$ cat src/hdl/dpram_host_defines.vh
// timing constants for the dual-port memory port controller
// assumes one clock; the cycle counts other than SYNC_LAT are derived from ns figures and the clock period
// Behaviour
// - host selects memory or flag access exclusively, held for the whole write
// - slave collision flag asserted no later than start of competing write
// - host holds strobe low a minimum time after collision release
// - host changes address only while strobe, select or both bytes high
// - strobe write with outputs enabled needs a lengthened write pulse
// - host must not drive data while device outputs are still on
// - flag write then read keeps the memory path deselected throughout
`ifndef DPRAM_HOST_DEFINES_VH
`define DPRAM_HOST_DEFINES_VH

`define CLK_NS 4
`define T_WP_NS 40
`define T_WZ_NS 25
`define T_DW_NS 30
`define T_WH_NS 25
`define T_AA_NS 55
`define T_SWRD_NS 5
`define T_SOP_NS 15
`define NS2CYC(t) (((t) + `CLK_NS - 1) / `CLK_NS)
`define WZ_CYC `NS2CYC(`T_WZ_NS)
`define DW_CYC `NS2CYC(`T_DW_NS)
`define WP_REST_CYC `NS2CYC(`T_WP_NS - `T_WZ_NS)
`define WH_CYC `NS2CYC(`T_WH_NS)
`define AA_CYC `NS2CYC(`T_AA_NS)
`define RECOV_CYC `NS2CYC(`T_SWRD_NS + `T_SOP_NS)
`define SYNC_LAT 3
`define FLAG_ADDR_BITS 3

`endif

$ cat src/hdl/pin_sync.v
// three-stage input synchroniser with agreement filter
// assumes asynchronous pin inputs on the clock's domain
`timescale 1ns/1ns
module pin_sync #(
  parameter WIDTH = 1,
  parameter [WIDTH-1:0] INIT = {WIDTH{1'b0}}
) (
  input wire clock,
  input wire rst,
  input wire [WIDTH-1:0] pin,
  output reg [WIDTH-1:0] level_q
);
  reg [WIDTH-1:0] s1_q;
  reg [WIDTH-1:0] s2_q;
  reg [WIDTH-1:0] s3_q;
  integer i;

  always @(posedge clock) begin
    if (rst) begin
      s1_q <= INIT;
      s2_q <= INIT;
      s3_q <= INIT;
      level_q <= INIT;
    end else begin
      s1_q <= pin;
      s2_q <= s1_q;
      s3_q <= s2_q;
      for (i = 0; i < WIDTH; i = i + 1) begin
        if (s2_q[i] == s3_q[i]) begin
          level_q[i] <= s3_q[i];
        end
      end
    end
  end
endmodule

$ cat src/hdl/dpram_port_host.v
// controller that drives one port of an asynchronous dual-port memory
// assumes the device is in slave role and collision_n is driven from the master side
`timescale 1ns/1ns
`include "dpram_host_defines.vh"
module dpram_port_host #(
  parameter AW = 15,
  parameter DW = 16
) (
  input wire clock,
  input wire rst,
  input wire cmd_valid,
  output reg cmd_ready,
  input wire cmd_write,
  input wire cmd_flag,
  input wire [AW-1:0] cmd_addr,
  input wire [DW-1:0] cmd_wdata,
  input wire [1:0] cmd_be,
  output reg rsp_valid,
  output reg [DW-1:0] rsp_rdata,
  output reg rsp_blocked,
  output reg [AW-1:0] addr_pin,
  output reg port_select_n,
  output reg flag_select_n,
  output reg write_strobe_n,
  output reg out_enable_n,
  output reg high_byte_select_n,
  output reg low_byte_select_n,
  output reg [DW-1:0] data_out,
  output reg data_oe,
  input wire [DW-1:0] data_in,
  input wire collision_n
);
  // ==========================================================
  // states
  localparam [7:0] S_IDLE = 8'h01;
  localparam [7:0] S_SETUP = 8'h02;
  localparam [7:0] S_STROBE = 8'h04;
  localparam [7:0] S_DRIVE = 8'h08;
  localparam [7:0] S_WAIT = 8'h10;
  localparam [7:0] S_HOLD = 8'h20;
  localparam [7:0] S_READ = 8'h40;
  localparam [7:0] S_RECOV = 8'h80;

  // ==========================================================
  // timing counts, cut to the counter width on purpose
  localparam integer WZ_I = `WZ_CYC;
  localparam integer DRV_I = (`DW_CYC > `WP_REST_CYC) ? `DW_CYC : `WP_REST_CYC;
  localparam integer WH_I = `WH_CYC;
  localparam integer RD_I = `AA_CYC + `SYNC_LAT;
  localparam integer RC_I = `RECOV_CYC;
  localparam [7:0] WZ = WZ_I[7:0];
  localparam [7:0] DRV = DRV_I[7:0];
  localparam [7:0] WH = WH_I[7:0];
  localparam [7:0] RD = RD_I[7:0];
  localparam [7:0] RC = RC_I[7:0];

  // byte lane select, kept high on flag access
  function sel_n;
    input is_flag;
    input lane_en;
    begin
      sel_n = is_flag | ~lane_en;
    end
  endfunction

  function [7:0] less1;
    input [7:0] v;
    begin
      less1 = (v > 8'h01) ? v - 8'h01 : 8'h00;
    end
  endfunction

  // ==========================================================
  // pin synchronisers
  wire coll_n_s;
  wire [DW-1:0] data_s;

  pin_sync #(.WIDTH(1), .INIT(1'b1)) u_coll_sync (
    .clock(clock),
    .rst(rst),
    .pin(collision_n),
    .level_q(coll_n_s)
  );

  pin_sync #(.WIDTH(DW), .INIT({DW{1'b0}})) u_data_sync (
    .clock(clock),
    .rst(rst),
    .pin(data_in),
    .level_q(data_s)
  );

  // ==========================================================
  // sequencer
  reg [7:0] state_q;
  reg [7:0] cnt_q;
  reg write_q;
  reg flag_q;
  reg [1:0] be_q;

  always @(posedge clock) begin
    if (rst) begin
      state_q <= S_IDLE;
      cnt_q <= 8'h00;
      write_q <= 1'b0;
      flag_q <= 1'b0;
      be_q <= 2'h0;
      cmd_ready <= 1'b0;
      rsp_valid <= 1'b0;
      rsp_rdata <= {DW{1'b0}};
      rsp_blocked <= 1'b0;
      addr_pin <= {AW{1'b0}};
      port_select_n <= 1'b1;
      flag_select_n <= 1'b1;
      write_strobe_n <= 1'b1;
      out_enable_n <= 1'b1;
      high_byte_select_n <= 1'b1;
      low_byte_select_n <= 1'b1;
      data_out <= {DW{1'b0}};
      data_oe <= 1'b0;
    end else begin
      rsp_valid <= 1'b0;
      case (state_q)
        S_IDLE: begin
          cmd_ready <= 1'b1;
          if (cmd_valid && cmd_ready) begin
            // address moves only while every select is high
            addr_pin <= cmd_addr;
            write_q <= cmd_write;
            flag_q <= cmd_flag;
            be_q <= cmd_be;
            // flag writes carry the value on bit zero only
            data_out <= cmd_flag ? {{(DW-1){1'b0}}, cmd_wdata[0]} : cmd_wdata;
            cmd_ready <= 1'b0;
            rsp_blocked <= 1'b0;
            state_q <= S_SETUP;
          end
        end
        S_SETUP: begin
          // exclusive memory or flag path
          port_select_n <= flag_q;
          flag_select_n <= ~flag_q;
          high_byte_select_n <= sel_n(flag_q, be_q[1]);
          low_byte_select_n <= sel_n(flag_q, be_q[0]);
          if (write_q) begin
            // strobe falls with the select so outputs stay off
            write_strobe_n <= 1'b0;
            out_enable_n <= 1'b1;
            cnt_q <= less1(WZ);
            state_q <= S_STROBE;
          end else begin
            out_enable_n <= 1'b0;
            cnt_q <= less1(RD);
            state_q <= S_READ;
          end
        end
        S_STROBE: begin
          // bus left free until device drivers are off
          if (cnt_q == 8'h00) begin
            data_oe <= 1'b1;
            cnt_q <= less1(DRV);
            state_q <= S_DRIVE;
          end else begin
            cnt_q <= cnt_q - 8'h01;
          end
        end
        S_DRIVE: begin
          if (cnt_q != 8'h00) begin
            cnt_q <= cnt_q - 8'h01;
          end else if (!coll_n_s) begin
            // write held off while collision is low
            // flag seen on coll_n_s in the last counted pulse cycle is honoured; earlier lows are not sampled
            rsp_blocked <= 1'b1;
            state_q <= S_WAIT;
          end else begin
            write_strobe_n <= 1'b1;
            cnt_q <= less1(RC);
            state_q <= S_RECOV;
          end
        end
        S_WAIT: begin
          if (coll_n_s) begin
            cnt_q <= less1(WH);
            state_q <= S_HOLD;
          end
        end
        S_HOLD: begin
          // strobe kept low after collision release
          if (cnt_q == 8'h00) begin
            write_strobe_n <= 1'b1;
            cnt_q <= less1(RC);
            state_q <= S_RECOV;
          end else begin
            cnt_q <= cnt_q - 8'h01;
          end
        end
        S_READ: begin
          // flag reads show the flag on every line
          if (cnt_q == 8'h00) begin
            rsp_rdata <= data_s;
            out_enable_n <= 1'b1;
            cnt_q <= less1(RC);
            state_q <= S_RECOV;
          end else begin
            cnt_q <= cnt_q - 8'h01;
          end
        end
        S_RECOV: begin
          port_select_n <= 1'b1;
          flag_select_n <= 1'b1;
          high_byte_select_n <= 1'b1;
          low_byte_select_n <= 1'b1;
          data_oe <= 1'b0;
          if (cnt_q == 8'h00) begin
            rsp_valid <= 1'b1;
            state_q <= S_IDLE;
          end else begin
            cnt_q <= cnt_q - 8'h01;
          end
        end
        default: begin
          state_q <= S_IDLE;
        end
      endcase
    end
  end
endmodule

$ cat config.mk
export PLATFORM = sky130hd
export DESIGN_NAME = dpram_port_host
export DESIGN_NICKNAME = d
export VERILOG_FILES = /design/src/hdl/pin_sync.v /design/src/hdl/dpram_port_host.v
export VERILOG_INCLUDE_DIRS = /design/src /design/src/hdl
export SDC_FILE = /design/constraint.sdc
export NUM_CORES = 1
export LEC_CHECK = 0
export ABC_CLOCK_PERIOD_IN_PS = 2950
export BUFFER_PORTS_ARGS = -buffer_cell sky130_fd_sc_hd__buf_2
export CORE_MARGIN = 5
export CORE_UTILIZATION = 53
export DETAILED_ROUTE_END_ITERATION = 6
export PLACE_DENSITY = 0.78
export SLEW_MARGIN = 10
export SYNTH_ARGS = -nofsm -noshare
export SYNTH_HDL_FRONTEND = slang
export SYNTH_SLANG_ARGS = --single-unit
$ cat constraint.sdc
create_clock -name clock -period 2.95 [get_ports clock]
set_input_delay 0.295 -clock clock [delete_from_list [all_inputs] [get_ports clock]]
set_output_delay 0.295 -clock clock [all_outputs]
set_load 0.1 [all_outputs]
==> results.cfg <==
[setup_path]
cp_slowest_cell = or4b_4
cp_top_family = simple AND/OR/NAND/NOR gates
timing.critical_path.cells = inv_1 -> ha_1 -> or4b_4 -> or4_1 -> buf_4 -> o21ai_1 -> a21oi_1 -> nor4_1 -> a21oi_1
cp.buffers_inverters = 2
cp_data_arrival_time_ns = 3.03
critPathCaptureType = flip-flop
required_ns = 3.35
crit_type = reg -> reg
critPathMostFrequentCell = a21oi_1
worst-path-max-fanout = 8
start_kind = flip-flop
critPathMaxStageDelay_ns = 0.51

[route]
via_count = 4456
ant_nets = 0
drc = 0
first_pass_iters = 5
wl_per_cell_um = 13.7
vias_per_cell = 5.16
drt_wl_total_um = 11800
drt_iter0_markers = 375

[global_routing]
antenna_found_initial = 0
grt_pass1_vias = 4199
grt_use_total_pct = 20.3
overflow = 0
grt_pass1_wl_um = 19200
grt_max_degree = 71

[die]
die_area_um2 = 11900
initial_core_util_pct = 53.6
ios = 112
core_um2 = 9680
rows = 36
die_w_um = 109
die_h_um = 109

[cells_and_area]
final_cells = 863
fin_nets = 773
fillers = 748
drive_gt1_share_pct = 23.4
diodes = 0
syn_to_final_growth_pct = 29.7

[yosys]
ys_ff_latch = 145
syn_area_um2 = 5190
synth-edff-count = 0
syn_inst = 580
synth_area_leaders = dfxtp_1 (56%), nand2_1 (8.5%), a21oi_1 (7.9%)
yosysTopAreaCell = dfxtp_1
yosysTopAreaCellShare_pct = 55.9
synth_area_per_cell_um2 = 8.95
ys_seq_area_share_pct = 55.9
synth_common_cells = dfxtp_1 (145), nand2_1 (118), a21oi_1 (82)
yosysWarnings = 0
async_flop_share_pct = 0
post_synth_num_cell_types = 52
synth_most_common_cell = dfxtp_1
ys.flop_type = dfxtp_1
syn-num-nets = 636

[placed_design]
dpl.hpwl_um = 7940
placement.setup.worst_slack_ns = 0.370
gp_congestion = 0.939
io_buffers = 111
dp_cells = 807

[clocking]
cts_resized = 0
clk_pin_slew_worst_paths_ns = 0.07
cts_buffers = 17
cts_sinks = 145
cts_root_buf = clkbuf_8
cts_tree = built
clock_path_buffers = 2
clock_latency_ns = 0.53
htreeDepth = 4

[timing]
clock.fmax_ghz = 0.381
fin_setup_tns_ns = 0
setup-violations-final = 0
final.setup.worst_slack_ns = 0.324
hold_viol = 0
rsz0062_at_grt = false
clock_skew_ns = 0.00781
post-route-period-util_pct = 89.0
maxSlewHeadroom_pct = 50.8
tightest_slew_ns = 0.728
post-route-min-period_ns = 2.63
maxSlewViolCount = 0

[run_status]
status = finished clean

[run]
drv_cap = 0

[power_and_ir_drop]
power_switching_uw = 1890
swShare_pct = 35.2
p_leak_uw = 0.00274
intPower_uw = 3490
ir_drop_uv = 444
clockPowerShare_pct = 37.8
combPwrFrac_pct = 22.1
pwr_density_cell_nw_per_um2 = 800
pwr-share-seq_pct = 40.2

[hold_path]
min_path_type = in -> reg
flip-flops by register name (all words and copies together), names as in the netlist, 2 cells and up:
register             cells
be_q                     2
u_data_sync.level_q     16
cnt_q                    8
rsp_rdata               16
u_data_sync.s1_q        16
addr_pin                15
u_data_sync.s3_q        16
data_out                16
state_q                  8
u_data_sync.s2_q        16
cells in the final DEF (no fill, tap or decap), types with 11 or more instances in the layout:
cell type,instances
a21oi_1,82
buf_2,110
buf_4,15
clkbuf_16,16
dfxtp_1,145
dlygate4sd3_1,24
nand2_1,118
nand3b_1,18
nor2_1,22
nor2b_1,52
nor3_1,11
o21ai_0,22
worst paths after layout:
| kind | depth (start not counted) | slack, ns | to | start |
|---|---|---|---|---|
| min | 2 | 0.01 | u_data_sync.s1_q[0] | data_in[0] |
| min reg2reg | 1 | 0.42 | u_coll_sync.s2_q | u_coll_sync.s1_q |
| max | 9 | 0.32 | cnt_q[1] | cnt_q[0] |
| max reg2reg | 9 | 0.32 | cnt_q[1] | cnt_q[0] |
timing repair:
action | CTS | global route
endpoints found under the hold margin | 24 | 0
hold buffers | 24 | 0
buffers inserted | 0 | 0
logic make-up after synthesis:
logic type / synth area share [%]
AND/OR/NAND/NOR: 25.8
flip-flops: 55.9
AO/OA/AOI/OAI: 13.9
buffers and inverters: 2.94
XOR/XNOR: 0.675
multiplexers: 0.578
adder cells (fa/ha/maj): 0.241
power groups by stage:
| stage | sequential (µW) | clock, µW | combinational, µW |
|---|---|---|---|
| final | 2170 | 2030 | 1190 |
| after global routing | 2180 | 2170 | 1260 |
| after CTS | 2160 | 2070 | 1180 |
| after detailed placement | 2210 | 0 | 1150 |
| after global placement | 2190 | 0 | 1130 |
| after floorplan | 2640 | 0 | 462 |
final cells by class:
type                       count  area, µm²  share of cell area [%]
clock buffer                  17        414                    6.15
clock inverter                15        166                    2.47
inverter                       6       22.5                   0.335
multi-input combinational    397       2140                    31.7
sequential                   145       2900                    43.1
tap                          133        166                    2.47
timing repair buffer         150        923                    13.7
per-layer routing:
| metal | share of wire (%) | vias to the layer above | GRT usage [%] |
|---|---|---|---|
| met5 | 0 | - | 0 |
| met4 | 0.89 | 0 | 7.30 |
| met3 | 7.3 | 10 | 4.97 |
| met2 | 51 | 147 | 36.0 |
| met1 | 41 | 2049 | 23.5 |
| li1 | - | 2250 | - |
metrics by stage:
step | utilization, % | total power, µW | area [µm²] | hold WS (ns)
global placement | 61.0 | 3320 | 5910 | 0.395
detailed placement | 61.0 | 3360 | 5910 | 0.399
CTS | 69.5 | 5420 | 6730 | 0.000178
global route | 69.5 | 5610 | 6730 | 0.00474
finish | 69.5 | 5390 | 6730 | 0.0130
floorplan | - | 3100 | 5190 | 0.389
(Power assumes the default switching activity.)
